**src/include/slbcu_regs.svh**
```systemverilog
// Named offsets, field positions, encodings and reset values of the shift, logic, bit and compare unit
//
// What this block does
// (RQ1) Checked left shift saturates, flags overflow
// (RQ2) Arithmetic right shift replicates sign bit
// (RQ3) Rounding right shift rounds toward zero
// (RQ4) Rotate left wraps bit 31 to 0
// (RQ5) Pair shift right, low word kept
// (RQ6) Eleven bitwise Boolean functions provided
// (RQ7) Set, clear or toggle one bit
// (RQ8) Alter bit follows condition code
// (RQ9) Find most significant set/clear bit
// (RQ10) Search miss gives all ones, false
// (RQ11) Extract right-justifies field, zero above
// (RQ12) Merge source bits under mask only
// (RQ13) Byte match sets condition code
// (RQ14) Compares set less, equal, greater
// (RQ15) Less 100, equal 010, greater 001
// (RQ16) Guarded compare skipped when bit 2 set
// (RQ17) Bit test gives true or false
// (RQ18) Compare then step in one cycle
// (RQ19) Condition test writes one or zero
// (RQ20) Prediction bit never changes result
// (RQ21) Overflow faults or sets flag per mask
`ifndef SLBCU_REGS_SVH
`define SLBCU_REGS_SVH

// ********************************
// Register map
// ********************************
`define SLBCU_ACR_ADDR      4'h0
`define SLBCU_ACR_RESET     32'h0000_0000
`define SLBCU_ACR_WMASK     32'h0000_1107
`define SLBCU_CC_LSB        0
`define SLBCU_CC_MSB        2
`define SLBCU_CC_GUARD_BIT  2
`define SLBCU_OVF_FLAG_BIT  8
`define SLBCU_OVF_MASK_BIT  12

// ********************************
// Condition code values and constants
// ********************************
`define SLBCU_CC_LESS       3'h4
`define SLBCU_CC_EQUAL      3'h2
`define SLBCU_CC_GREATER    3'h1
`define SLBCU_CC_TRUE       3'h2
`define SLBCU_CC_FALSE      3'h0
`define SLBCU_TEST_TRUE     32'h0000_0001
`define SLBCU_TEST_FALSE    32'h0000_0000
`define SLBCU_ALL_ONES      32'hFFFF_FFFF
`define SLBCU_ZERO          32'h0000_0000
`define SLBCU_ONE           32'h0000_0001
`define SLBCU_FULL_SHIFT    6'h20

`endif

```
**src/include/slbcu_pkg.sv**
```systemverilog
// Types shared by the unit and its users
`default_nettype none
package slbcu_pkg;

    typedef enum logic [5:0] {
        OP_SHLO, OP_SHRO, OP_SHLI, OP_SHRI, OP_SHRDI, OP_ROTATE, OP_PAIR_SHR,
        OP_AND, OP_NOTAND, OP_ANDNOT, OP_XOR, OP_OR, OP_NOR, OP_XNOR, OP_NOT,
        OP_NOTOR, OP_ORNOT, OP_NAND,
        OP_SETBIT, OP_CLRBIT, OP_NOTBIT, OP_ALTERBIT, OP_SCANBIT, OP_SPANBIT,
        OP_EXTRACT, OP_MODIFY, OP_SCANBYTE,
        OP_CMPI, OP_CMPO, OP_CONCMPI, OP_CONCMPO, OP_CHKBIT,
        OP_CMPINCI, OP_CMPINCO, OP_CMPDECI, OP_CMPDECO, OP_TEST
    } slbcu_op_e;

    typedef struct packed {
        logic        valid;
        slbcu_op_e   op;
        logic [31:0] src1;
        logic [31:0] src2;
        logic [31:0] src3;
        logic [2:0]  condMask;
        logic        predict;
    } slbcu_req_s;

    typedef struct packed {
        logic        valid;
        logic        wrEn;
        logic [31:0] data;
    } slbcu_res_s;

endpackage : slbcu_pkg
`default_nettype wire

```
**src/design/slbcu_top.sv**
```systemverilog
// Shift, logic, bit-field and compare execution unit with its arithmetic controls register
`default_nettype none
`include "slbcu_regs.svh"

module slbcu_top #(
    parameter int ADDR_W = 4
) (
    input  wire logic                sys_clk,
    input  wire logic                srst,
    input  wire slbcu_pkg::slbcu_req_s req,
    output var  slbcu_pkg::slbcu_res_s res,
    output logic                     ovfFault,
    input  wire logic [ADDR_W-1:0]   regAddr,
    input  wire logic [31:0]         regWrData,
    input  wire logic                regWr,
    input  wire logic                regRd,
    output logic [31:0]              regRdData
);

    // ********************************
    // Helper functions
    // ********************************

    // Largest left shift that keeps the signed value intact
    function automatic logic [5:0] safeLeft(input logic [31:0] v);
        logic [5:0] best;
        best = 6'h00;
        for (int k = 1; k < 32; k++)
        begin
            if ((($signed(v << k)) >>> k) == $signed(v) && best == 6'(k - 1))
                best = 6'(k);
        end
        if (v == `SLBCU_ZERO)
            best = `SLBCU_FULL_SHIFT;
        return best;
    endfunction

    // Position of the highest one; all ones when absent
    function automatic logic [31:0] topOne(input logic [31:0] v);
        logic [31:0] pos;
        pos = `SLBCU_ALL_ONES;
        for (int i = 0; i < 32; i++)
        begin
            if (v[i])
                pos = 32'(i);
        end
        return pos;
    endfunction

    // Three-way compare encoded as a condition code
    function automatic logic [2:0] cmp3(input logic [31:0] a, input logic [31:0] b, input logic sgn);
        logic lt;
        lt = sgn ? ($signed(a) < $signed(b)) : (a < b);
        if (a == b)
            return `SLBCU_CC_EQUAL;
        else if (lt)
            return `SLBCU_CC_LESS;
        else
            return `SLBCU_CC_GREATER;
    endfunction

    // ********************************
    // Architectural state
    // ********************************
    logic [2:0]  ccReg;
    logic        ovfFlagReg;
    logic        ovfMaskReg;
    logic [31:0] acrView;

    assign acrView = {19'h0, ovfMaskReg, 3'h0, ovfFlagReg, 5'h0, ccReg};

    // ********************************
    // Operation decode and datapath
    // ********************************
    logic [31:0] dataNext;
    logic        wrNext;
    logic [2:0]  ccNext;
    logic        ccUpd;
    logic        ovfHit;
    logic [5:0]  cnt;
    logic [4:0]  bitSel;
    logic [31:0] bitMask;
    logic [5:0]  safe;
    logic [31:0] lostBits;
    logic [63:0] pairVal;
    logic [63:0] rotVal;
    logic [31:0] fieldMask;
    logic [32:0] stepSum;

    // Counts of 32 or more are held at 32, a whole-word shift
    assign cnt       = (req.src1 > 32'h0000_001F) ? `SLBCU_FULL_SHIFT : req.src1[5:0];
    assign bitSel    = req.src1[4:0];
    assign bitMask   = `SLBCU_ONE << bitSel;
    assign safe      = safeLeft(req.src2);
    assign lostBits  = req.src2 & ~(`SLBCU_ALL_ONES << cnt);
    assign pairVal   = {req.src3, req.src2} >> cnt;
    assign rotVal    = {req.src2, req.src2} << bitSel;
    assign fieldMask = ~(`SLBCU_ALL_ONES << (req.src2 > 32'h0000_001F ? `SLBCU_FULL_SHIFT : req.src2[5:0]));

    always_comb
    begin
        dataNext = `SLBCU_ZERO;
        wrNext   = 1'b1;
        ccNext   = ccReg;
        ccUpd    = 1'b0;
        ovfHit   = 1'b0;
        stepSum  = 33'h0;
        unique case (req.op)
            slbcu_pkg::OP_SHLO:   dataNext = req.src2 << cnt;
            slbcu_pkg::OP_SHRO:   dataNext = req.src2 >> cnt;
            // (RQ1) saturating left shift
            slbcu_pkg::OP_SHLI:
            begin
                if (cnt <= safe)
                    dataNext = req.src2 << cnt;
                else
                begin
                    dataNext = req.src2 << safe;
                    ovfHit   = 1'b1;
                end
            end
            // (RQ2) sign fill shift
            slbcu_pkg::OP_SHRI:   dataNext = 32'($signed(req.src2) >>> cnt);
            // (RQ3) round toward zero
            slbcu_pkg::OP_SHRDI:
                dataNext = 32'($signed(req.src2) >>> cnt)
                         + ((req.src2[31] && lostBits != `SLBCU_ZERO) ? `SLBCU_ONE : `SLBCU_ZERO);
            // (RQ4) rotate toward msb
            slbcu_pkg::OP_ROTATE: dataNext = rotVal[63:32];
            // (RQ5) pair right shift
            slbcu_pkg::OP_PAIR_SHR: dataNext = pairVal[31:0];
            // (RQ6) bitwise functions
            slbcu_pkg::OP_AND:    dataNext = req.src2 & req.src1;
            slbcu_pkg::OP_NOTAND: dataNext = ~req.src2 & req.src1;
            slbcu_pkg::OP_ANDNOT: dataNext = req.src2 & ~req.src1;
            slbcu_pkg::OP_XOR:    dataNext = req.src2 ^ req.src1;
            slbcu_pkg::OP_OR:     dataNext = req.src2 | req.src1;
            slbcu_pkg::OP_NOR:    dataNext = ~(req.src2 | req.src1);
            slbcu_pkg::OP_XNOR:   dataNext = ~(req.src2 ^ req.src1);
            slbcu_pkg::OP_NOT:    dataNext = ~req.src1;
            slbcu_pkg::OP_NOTOR:  dataNext = ~req.src2 | req.src1;
            slbcu_pkg::OP_ORNOT:  dataNext = req.src2 | ~req.src1;
            slbcu_pkg::OP_NAND:   dataNext = ~(req.src2 & req.src1);
            // (RQ7) single bit edits
            slbcu_pkg::OP_SETBIT: dataNext = req.src2 | bitMask;
            slbcu_pkg::OP_CLRBIT: dataNext = req.src2 & ~bitMask;
            slbcu_pkg::OP_NOTBIT: dataNext = req.src2 ^ bitMask;
            // (RQ8) bit follows condition
            slbcu_pkg::OP_ALTERBIT:
            begin
                if (ccReg == `SLBCU_CC_TRUE)
                    dataNext = req.src2 | bitMask;
                else if (ccReg == `SLBCU_CC_FALSE)
                    dataNext = req.src2 & ~bitMask;
                else
                    dataNext = req.src2;
            end
            // (RQ9) (RQ10) top bit search
            slbcu_pkg::OP_SCANBIT, slbcu_pkg::OP_SPANBIT:
            begin
                dataNext = topOne(req.op == slbcu_pkg::OP_SCANBIT ? req.src1 : ~req.src1);
                ccUpd    = 1'b1;
                ccNext   = (dataNext == `SLBCU_ALL_ONES) ? `SLBCU_CC_FALSE : `SLBCU_CC_TRUE;
            end
            // (RQ11) field extract
            slbcu_pkg::OP_EXTRACT: dataNext = (req.src3 >> bitSel) & fieldMask;
            // (RQ12) masked merge
            slbcu_pkg::OP_MODIFY:  dataNext = (req.src2 & req.src1) | (req.src3 & ~req.src1);
            // (RQ13) byte match
            slbcu_pkg::OP_SCANBYTE:
            begin
                wrNext = 1'b0;
                ccUpd  = 1'b1;
                ccNext = `SLBCU_CC_FALSE;
                for (int b = 0; b < 4; b++)
                begin
                    if (req.src1[b*8 +: 8] == req.src2[b*8 +: 8])
                        ccNext = `SLBCU_CC_TRUE;
                end
            end
            // (RQ14) (RQ15) plain compares
            slbcu_pkg::OP_CMPI, slbcu_pkg::OP_CMPO:
            begin
                wrNext = 1'b0;
                ccUpd  = 1'b1;
                ccNext = cmp3(req.src1, req.src2, req.op == slbcu_pkg::OP_CMPI);
            end
            // (RQ16) guarded compare skip
            slbcu_pkg::OP_CONCMPI, slbcu_pkg::OP_CONCMPO:
            begin
                wrNext = 1'b0;
                ccUpd  = !ccReg[`SLBCU_CC_GUARD_BIT];
                ccNext = ccUpd ? cmp3(req.src1, req.src2, req.op == slbcu_pkg::OP_CONCMPI) : ccReg;
            end
            // (RQ17) selected bit test
            slbcu_pkg::OP_CHKBIT:
            begin
                wrNext = 1'b0;
                ccUpd  = 1'b1;
                ccNext = req.src2[bitSel] ? `SLBCU_CC_TRUE : `SLBCU_CC_FALSE;
            end
            // (RQ18) compare and step together
            slbcu_pkg::OP_CMPINCI, slbcu_pkg::OP_CMPINCO, slbcu_pkg::OP_CMPDECI, slbcu_pkg::OP_CMPDECO:
            begin
                ccUpd  = 1'b1;
                ccNext = cmp3(req.src1, req.src2,
                              req.op == slbcu_pkg::OP_CMPINCI || req.op == slbcu_pkg::OP_CMPDECI);
                if (req.op == slbcu_pkg::OP_CMPINCI || req.op == slbcu_pkg::OP_CMPINCO)
                    stepSum = {1'b0, req.src2} + 33'h1;
                else
                    stepSum = {1'b0, req.src2} - 33'h1;
                dataNext = stepSum[31:0];
                if (req.op == slbcu_pkg::OP_CMPINCI)
                    ovfHit = !req.src2[31] && dataNext[31];
                if (req.op == slbcu_pkg::OP_CMPDECI)
                    ovfHit = req.src2[31] && !dataNext[31];
            end
            // (RQ19) (RQ20) condition test, hint ignored
            slbcu_pkg::OP_TEST:
            begin
                if (req.condMask == `SLBCU_CC_FALSE)
                    dataNext = (ccReg == `SLBCU_CC_FALSE) ? `SLBCU_TEST_TRUE : `SLBCU_TEST_FALSE;
                else
                    dataNext = ((ccReg & req.condMask) != 3'h0) ? `SLBCU_TEST_TRUE : `SLBCU_TEST_FALSE;
            end
            default:
            begin
                wrNext = 1'b0;
            end
        endcase
    end

    // ********************************
    // Result and fault registers
    // ********************************

    // Result stands for one cycle after each accepted request
    always_ff @(posedge sys_clk)
    begin
        if (srst)
        begin
            res <= '0;
        end
        else
        begin
            res.valid <= req.valid;
            res.wrEn  <= req.valid && wrNext;
            res.data  <= dataNext;
        end
    end

    // (RQ21) fault only when unmasked
    always_ff @(posedge sys_clk)
    begin
        if (srst)
            ovfFault <= 1'b0;
        else
            ovfFault <= req.valid && ovfHit && !ovfMaskReg;
    end

    // ********************************
    // Arithmetic controls register
    // ********************************

    // Condition code: an executing operation wins over a software write
    // Reset values are cut to the field width on purpose
    always_ff @(posedge sys_clk)
    begin
        if (srst)
            ccReg <= 3'(`SLBCU_ACR_RESET >> `SLBCU_CC_LSB);
        else if (req.valid && ccUpd)
            ccReg <= ccNext;
        else if (regWr && regAddr == ADDR_W'(`SLBCU_ACR_ADDR))
            ccReg <= regWrData[`SLBCU_CC_MSB:`SLBCU_CC_LSB];
    end

    // (RQ21) sticky flag when masked, set beats clear
    always_ff @(posedge sys_clk)
    begin
        if (srst)
            ovfFlagReg <= 1'(`SLBCU_ACR_RESET >> `SLBCU_OVF_FLAG_BIT);
        else if (req.valid && ovfHit && ovfMaskReg)
            ovfFlagReg <= 1'b1;
        else if (regWr && regAddr == ADDR_W'(`SLBCU_ACR_ADDR))
            ovfFlagReg <= regWrData[`SLBCU_OVF_FLAG_BIT];
    end

    // Mask is software owned
    always_ff @(posedge sys_clk)
    begin
        if (srst)
            ovfMaskReg <= 1'(`SLBCU_ACR_RESET >> `SLBCU_OVF_MASK_BIT);
        else if (regWr && regAddr == ADDR_W'(`SLBCU_ACR_ADDR))
            ovfMaskReg <= regWrData[`SLBCU_OVF_MASK_BIT];
    end

    // Read data one cycle after the strobe, zero elsewhere and for unmapped addresses
    always_ff @(posedge sys_clk)
    begin
        if (srst)
            regRdData <= `SLBCU_ZERO;
        else if (regRd && regAddr == ADDR_W'(`SLBCU_ACR_ADDR))
            regRdData <= acrView;
        else
            regRdData <= `SLBCU_ZERO;
    end
endmodule // slbcu_top
`default_nettype wire

```
**config.mk**
```make
export PLATFORM = sky130hd
export DESIGN_NAME = slbcu_top
export DESIGN_NICKNAME = d
export VERILOG_FILES = /design/src/include/slbcu_pkg.sv /design/src/design/slbcu_top.sv
export VERILOG_INCLUDE_DIRS = /design/src /design/src/include
export SDC_FILE = /design/constraint.sdc
export NUM_CORES = 2
export LEC_CHECK = 0
export BUFFER_PORTS_ARGS = -buffer_cell sky130_fd_sc_hd__buf_2
export CORE_ASPECT_RATIO = 1.25
export CORE_MARGIN = 2
export CORE_UTILIZATION = 25
export DETAILED_ROUTE_END_ITERATION = 6
export HOLD_SLACK_MARGIN = 0.03
export PLACE_DENSITY = 0.52
export SKIP_CTS_REPAIR_TIMING = 1
export SKIP_LAST_GASP = 1
export SLEW_MARGIN = 20
export SYNTH_ARGS = -nofsm -noshare
export SYNTH_HDL_FRONTEND = slang
export SYNTH_SLANG_ARGS = --single-unit
export TNS_END_PERCENT = 5
```
**constraint.sdc**
```tcl
create_clock -name sys_clk -period 6.9 [get_ports sys_clk]
set_input_delay 1.035 -clock sys_clk [delete_from_list [all_inputs] [get_ports sys_clk]]
set_output_delay 1.035 -clock sys_clk [all_outputs]
set_load 0.05 [all_outputs]
```
# [Yosys cells after proc, flatten, opt, wreduce, memory -nomap -nowiden]
# Cells that the tools add are included.
[word_totals] reg_bits=72 latchBits=0 ram_bits=0 mem_bits_ro=0 inputBits=147 out_inout_bits=67 elab_cells=330 memories=0
[classes] n_addsub=3 n_mul=0 n_div=0 magnitude_cmp=6 n_eq_ne=106 shifts=10 muxes=107 bitwise_logic=24 reduce_logical=64
[op_table] operator="$mux 32" n=39
[op_table] operator="$pmux 32 s27" n=1
[op_table] operator="$not 32->32" n=8
[op_table] operator="$and 32x32->32" n=7
[op_table] operator="$or 32x32->32" n=5
[op_table] operator="$eq 6x5->1 const B" n=16
[op_table] operator="$mux 5" n=16
[op_table] operator="$eq 5x5->1 const B" n=15
[op_table] operator="$gt 32x5->1 const B" n=2
[op_table] operator="$lt 32x32->1" n=2
[op_table] operator="$shl 32x6->32" n=2
[op_table] operator="$shl 32x6->32 const A" n=2
[op_table] operator="$shl 64x5->64" n=1
[op_table] operator="$shr 64x6->32" n=1
[op_table] operator="$xor 32x32->32" n=2
[op_table] operator="$eq 6x4->1 const B" n=8
[op_table] operator="$mux 3" n=16
[op_table] operator="$logic_and 1x1->1" n=40
[op_table] operator="$add 32x1->32" n=1
[op_table] operator="$add 32x1->32 const B" n=1
[op_table] operator="$eq 32x32->1" n=1
[op_table] operator="$eq 32x32->1 const B" n=1
[op_table] operator="$eq 4x4->1 const B" n=8
[op_table] operator="$eq 8x8->1" n=4
[op_table] operator="72 further kinds" n=121

# [Longest topological paths before layout]
[depth] depth_word=99 mapped_depth=32

# [Least setup slack after synthesis]
# Ideal clock, no wire load.
[synth_timing] kind="input port to flip-flop" from="input req[67] (netlist bit)" to="register res[20] (netlist bit)" setup_time_ps=106 arrival_ps=6822 required_time_ps=6794 slack_ps=-28 stages=31 cell_sequence="clkbuf_1 -> inv_1 -> clkbuf_1 -> ha_1 -> or3_1 -> o32ai_1 -> o2111ai_1 -> or2_1 -> nor4_4 -> nand4_2 -> or4_1 -> and4b_1 -> nor2_2 -> inv_4 -> buf_6 -> buf_2 -> ha_1 -> nor2b_1 -> o21a_1 -> o21ai_0 -> nand2b_1 -> a21oi_1 -> nor2b_1 -> o32ai_1 -> a21oi_1 -> nor2_1 -> o21ai_0 -> o311ai_0 -> nand3b_1 -> o21ai_0 -> o311ai_0"
[synth_between] elab_chain_len=96 word_cells_on_any_way=143 classes_between="1 x add/sub; 2 x order compare; 61 x eq/ne; 7 x shift; 36 x mux; 3 x bitwise; 33 x reduce/logical"
[synth_rtl] item="from (decl)" line="slbcu_top.sv:10" text="input wire slbcu_pkg::slbcu_req_s req,"
[synth_rtl] item="$eq 1x1->1" line="slbcu_top.sv:30" text="if ((($signed(v << k)) >>> k) == $signed(v) && best == 6'(k - 1))"
[synth_rtl] item="$mux 1" line="slbcu_top.sv:30"
[synth_rtl] item="$eq 1x1->1" line="slbcu_top.sv:30"
[synth_rtl] item="$logic_and 1x1->1" line="slbcu_top.sv:30"
[synth_rtl] item="$mux 2" line="slbcu_top.sv:30"
[synth_rtl] item="$eq 2x2->1" line="slbcu_top.sv:30"
[synth_rtl] item="$logic_and 1x1->1" line="slbcu_top.sv:30"
[synth_rtl] item="$mux 2" line="slbcu_top.sv:30"
[synth_rtl] item="[80 not listed]"
[synth_rtl] item="$mux 5" line="slbcu_top.sv:30"
[synth_rtl] item="$eq 5x5->1" line="slbcu_top.sv:30"
[synth_rtl] item="$logic_and 1x1->1" line="slbcu_top.sv:30"
[synth_rtl] item="$mux 5" line="slbcu_top.sv:30"
[synth_rtl] item="$mux 6" line="slbcu_top.sv:33" text="if (v == `SLBCU_ZERO)"
[synth_rtl] item="$shl 32x6->32 or $le 6x6->1 (tied branches)" line="slbcu_top.sv:118, slbcu_top.sv:114"
[synth_rtl] item="$mux 32" line="slbcu_top.sv:114" text="if (cnt <= safe)"
[synth_rtl] item="$pmux 32 s27 (*)" line="slbcu_top.sv:108" text="unique case (req.op)"
[synth_rtl] item="to (decl)" line="slbcu_top.sv:11" text="output var slbcu_pkg::slbcu_res_s res,"
# Mark *: on every way between the ends. The rest lies on a longest branch, timed or not.
# A chain may end at the register's enable or synchronous reset.

# [Worst setup path after layout]
[layout_timing] from="input req[98] (netlist bit)" to="register res[23] (netlist bit)"
[layout_between] elab_chain_len=10 word_cells_on_any_way=21 classes_between="1 x add/sub; 2 x order compare; 5 x shift; 8 x mux; 3 x bitwise; 2 x reduce/logical"
[layout_rtl] item="$gt 32x5->1" line="slbcu_top.sv:91" text="assign cnt = (req.src1 > 32'h0000_001F) ? `SLBCU_FULL_SHIFT : req.src1[5:0];"
[layout_rtl] item="$mux 6" line="slbcu_top.sv:91"
[layout_rtl] item="$shl 32x6->32 (no source line)"
[layout_rtl] item="$not 32->32" line="slbcu_top.sv:95" text="assign lostBits = req.src2 & ~(`SLBCU_ALL_ONES << cnt);"
[layout_rtl] item="$and 32x32->32" line="slbcu_top.sv:95"
[layout_rtl] item="$reduce_bool 32->1 (no source line)"
[layout_rtl] item="$logic_and 1x1->1 (no source line)"
[layout_rtl] item="$mux 1 (no source line)"
[layout_rtl] item="$add 32x1->32" line="slbcu_top.sv:126" text="dataNext = 32'($signed(req.src2) >>> cnt)"
[layout_rtl] item="$pmux 32 s27 (*)" line="slbcu_top.sv:108"
# Mark *: on every way between the ends. The rest lies on a longest branch, timed or not. The select of a mux whose other input is x is not followed.

==> results.yml <==
global_route:
  grt_first_pass_wirelength_mm: 304.1
  grt_usage_pct: 38.64
  grt_pass1_vias: 35960
  antenna_found_initial: 18
  grt_start_max_net_pins: 76
  gr-total-overflow: 0
worst_setup_path:
  startpoint_type: "primary input"
  slowest_stage: "nor3_1"
  reg2reg_slack_ns: 2.74
  crit_required_ns: 7.06
  crit_path_frequent_cell: "buf_4"
  path_cells: "buf_2 -> nor3_1 -> and4_1 -> buf_4 -> nand3_4 -> inv_2 -> buf_4 -> mux2i_1 -> buf_4 -> mux2i_1 -> mux2_2 -> a221oi_1 -> buf_4 -> a21oi_1 -> and4b_1 -> and4b_1 -> buf_4 -> nand4_1 -> xor2_1 -> buf_4 -> a211oi_1 -> buf_4 -> a21oi_1"
  max_stage_delay_ns: 0.74
  worstPathArrival_ns: 6.99
  reg2regPathDepth: 14
  path_depth: 23
  regToRegEndpoint: "res[6]"
  end_kind: "register"
  path_delay_family: "buffers and inverters"
  critPathMaxFanout: 34
  crit_type: "primary input to register"
  critPathBufInv: 9
  rr_startpoint: "ccReg[2]"
clock_tree:
  cts_buffers: 5
  clkSinkCount: 45
  cts_buffer_depth: 2
  path_clk_slew_ns: 0.07
  htree_levels: 2
  cts-root-buf: "clkbuf_16"
  cts_tree: "built"
  clock_latency_ns: 0.33
power_and_ir_drop:
  ir_drop_v: 0.0001022
  power.density_mw_per_mm2: 84.70
  design_power_total_mw: 2.760
  p_leak_nw: 13.42
logic_synthesis:
  synth-main-ff-cell: "dfxtp_1"
  synth.avg_cell_area_um2: 6.482
  yosysSeqAreaShare_pct: 3.299
  synth_cells: 4213
  synth_area_leader_cell: "ha_1"
  synth_area_leaders: "ha_1 (12%), mux2i_1 (11%), nand2_1 (7.7%)"
  synth-async-reset-ratio_pct: 0
  syn-cell-area_mm2: 0.02731
  ys_warn_count: 0
  synth_enable_flop_cells: 0
  synth_cell_type_count: 110
  yosysMostFrequentCell: "nand2_1"
  synth.top_cells.by_count: "nand2_1 (557), nor2_1 (440), a21oi_1 (373), o21ai_0 (293), mux2i_1 (288)"
  ys_ff_latch: 45
  synth_top_area_share_pct: 11.59
hold_path:
  hold_path_end: "ovfFault"
  hold_start: "ovfMaskReg"
  hold_class: "register to register"
  holdPathStages: 1
die:
  num_rows: 135
  die_w_um: 299.6
  io_pins: 214
  dieArea_mm2: 0.1119
  fp.dieH_um: 373.5
  start_util_pct: 25.22
  core_area_mm2: 0.1083
finish:
  final_layout_size_suffix_gt1_share_pct: 18.27
  fill_cells: 12150
  fin_nets: 4909
  area_growth_pct: 19.34
timing:
  skew_ns: 0.02192
  rsz0062_at_grt: "true"
  relSlewSlack_pct: 10.93
  finalCritPeriodShare_pct: 99.04
  hold_viol_final: 0
  holdWs_ns: 0.4574
  final-setup-viol-count: 0
  timing.fmax_ghz: 0.1463
  slew_viol_final: 0
  worstMarginPinSlew_ns: 1.322
  period_needed_ns: 6.834
flow_run:
  drv_cap: 0
routing:
  ant_nets: 0
  drt_iter0_drc: 5638
  vias: 39000
  wl_per_cell_um: 37.91
  dr.pass1.iters: 6
  via_per_inst: 6.545
  drt_wl_total_mm: 225.9
  route.detailed.drc: 0
placement:
  port-buffer-count: 158
  dp_hpwl_mm: 177.9
  place_congestion: 1.079
run_status:
  status: "complete, no violations"
layer usage:
metal,vias to the layer above,share of wire (%),track usage [%]
li1,16390,-,-
met2,2856,43,59.86
met3,825,9.2,8.442
met1,18920,37,45.38
met5,-,0.046,0
met4,14,11,32.18
cells in the final DEF, fill, tap and decap left out, types with 24 or more instances in the layout:
cell type  synthesis  layout
o22ai_1           56      55
buf_2             17     154
nor4_1            50      49
buf_4             29     493
and2_1            35      35
a2111oi_0         30      29
o2111ai_1         25      25
o211ai_1          49      49
o31ai_1           34      34
ha_1             253     253
a211oi_1          94      94
conb_1             1      27
mux4_2            46      46
nor3_1           107     104
a21oi_1          373     372
o21ai_0          293     290
xnor2_1           29      29
a31oi_1           54      54
mux2_2            33      33
nand3_1          173     171
nand4_1           66      66
nand2_1          557     557
or3_1             25      25
and3_1            24      24
mux2i_1          288     284
o221ai_1          42      42
a221oi_1          70      69
inv_1            119     115
nand2b_1          25      25
dfxtp_1           45      44
nor2_1           440     430
power breakdown:
part	switching (mW)	internal [mW]	total (mW)
clock	0.139	0.137	0.276
combinational	1.56	0.647	2.21
sequential	0.00624	0.272	0.278
cell type report:
class | count | area, um2 | area share (%)
Inverter | 131 | 498.0 | 1.528
Antenna cell | 12 | 30.03 | 0.09214
Multi-Input combinational cell | 3665 | 24480 | 75.11
Timing Repair Buffer | 660 | 4732 | 14.52
Tap cell | 1438 | 1799 | 5.521
Clock buffer | 5 | 125.1 | 0.3839
Sequential cell | 45 | 902.1 | 2.768
Clock inverter | 3 | 25.02 | 0.07678
worst max-delay path by stage:
stage | startpoint | endpoint | slack (ns)
after global routing | req[66] | res[16] | -0.18
final | req[98] | res[23] | 0.07
after floorplan | req[67] | res[20] | 0.05
after detailed placement | req[66] | res[22] | -0.09
after CTS | req[66] | res[22] | 0.24
after global placement | req[66] | res[22] | -0.09
metrics by stage:
step                      utilization [%]  instances  setup TNS [ns]  setup WS [ns]  area (um2)
after detailed placement            29.90       5938         -0.1184       -0.08765       32370
after floorplan                         -       4239               0        0.04954       27410
final                               30.10       5959               0        0.06649       32590
after global placement              29.90       5938        -0.08595       -0.08558       32370
after global routing                30.07       5947         -0.2864        -0.1809       32560
after CTS                           30.04       5946               0         0.2440       32520
sequential cells by signal (all words and copies together) (netlist names):
register    flops
ovfFlagReg      1
res            34
ccReg           3
ovfMaskReg      1
regRdData       5
ovfFault        1
kinds of logic (layout without fill, tap and decap cells):
logic type / after synthesis / in the layout / synth area share [%]
buffers and inverters: 529 / 799 / 7.958
DFF: 45 / 45 / 3.299
AOI/OAI and AO/OA: 1375 / 1375 / 32.98
other: 1 / 39 / 0.01373
muxes: 371 / 371 / 15.89
adders and majority gates: 254 / 254 / 11.67
and+or+nand+nor: 1588 / 1588 / 26.59
xor gates and xnor gates: 50 / 50 / 1.604
No activity file was read; power rests on OpenSTA's default activity.
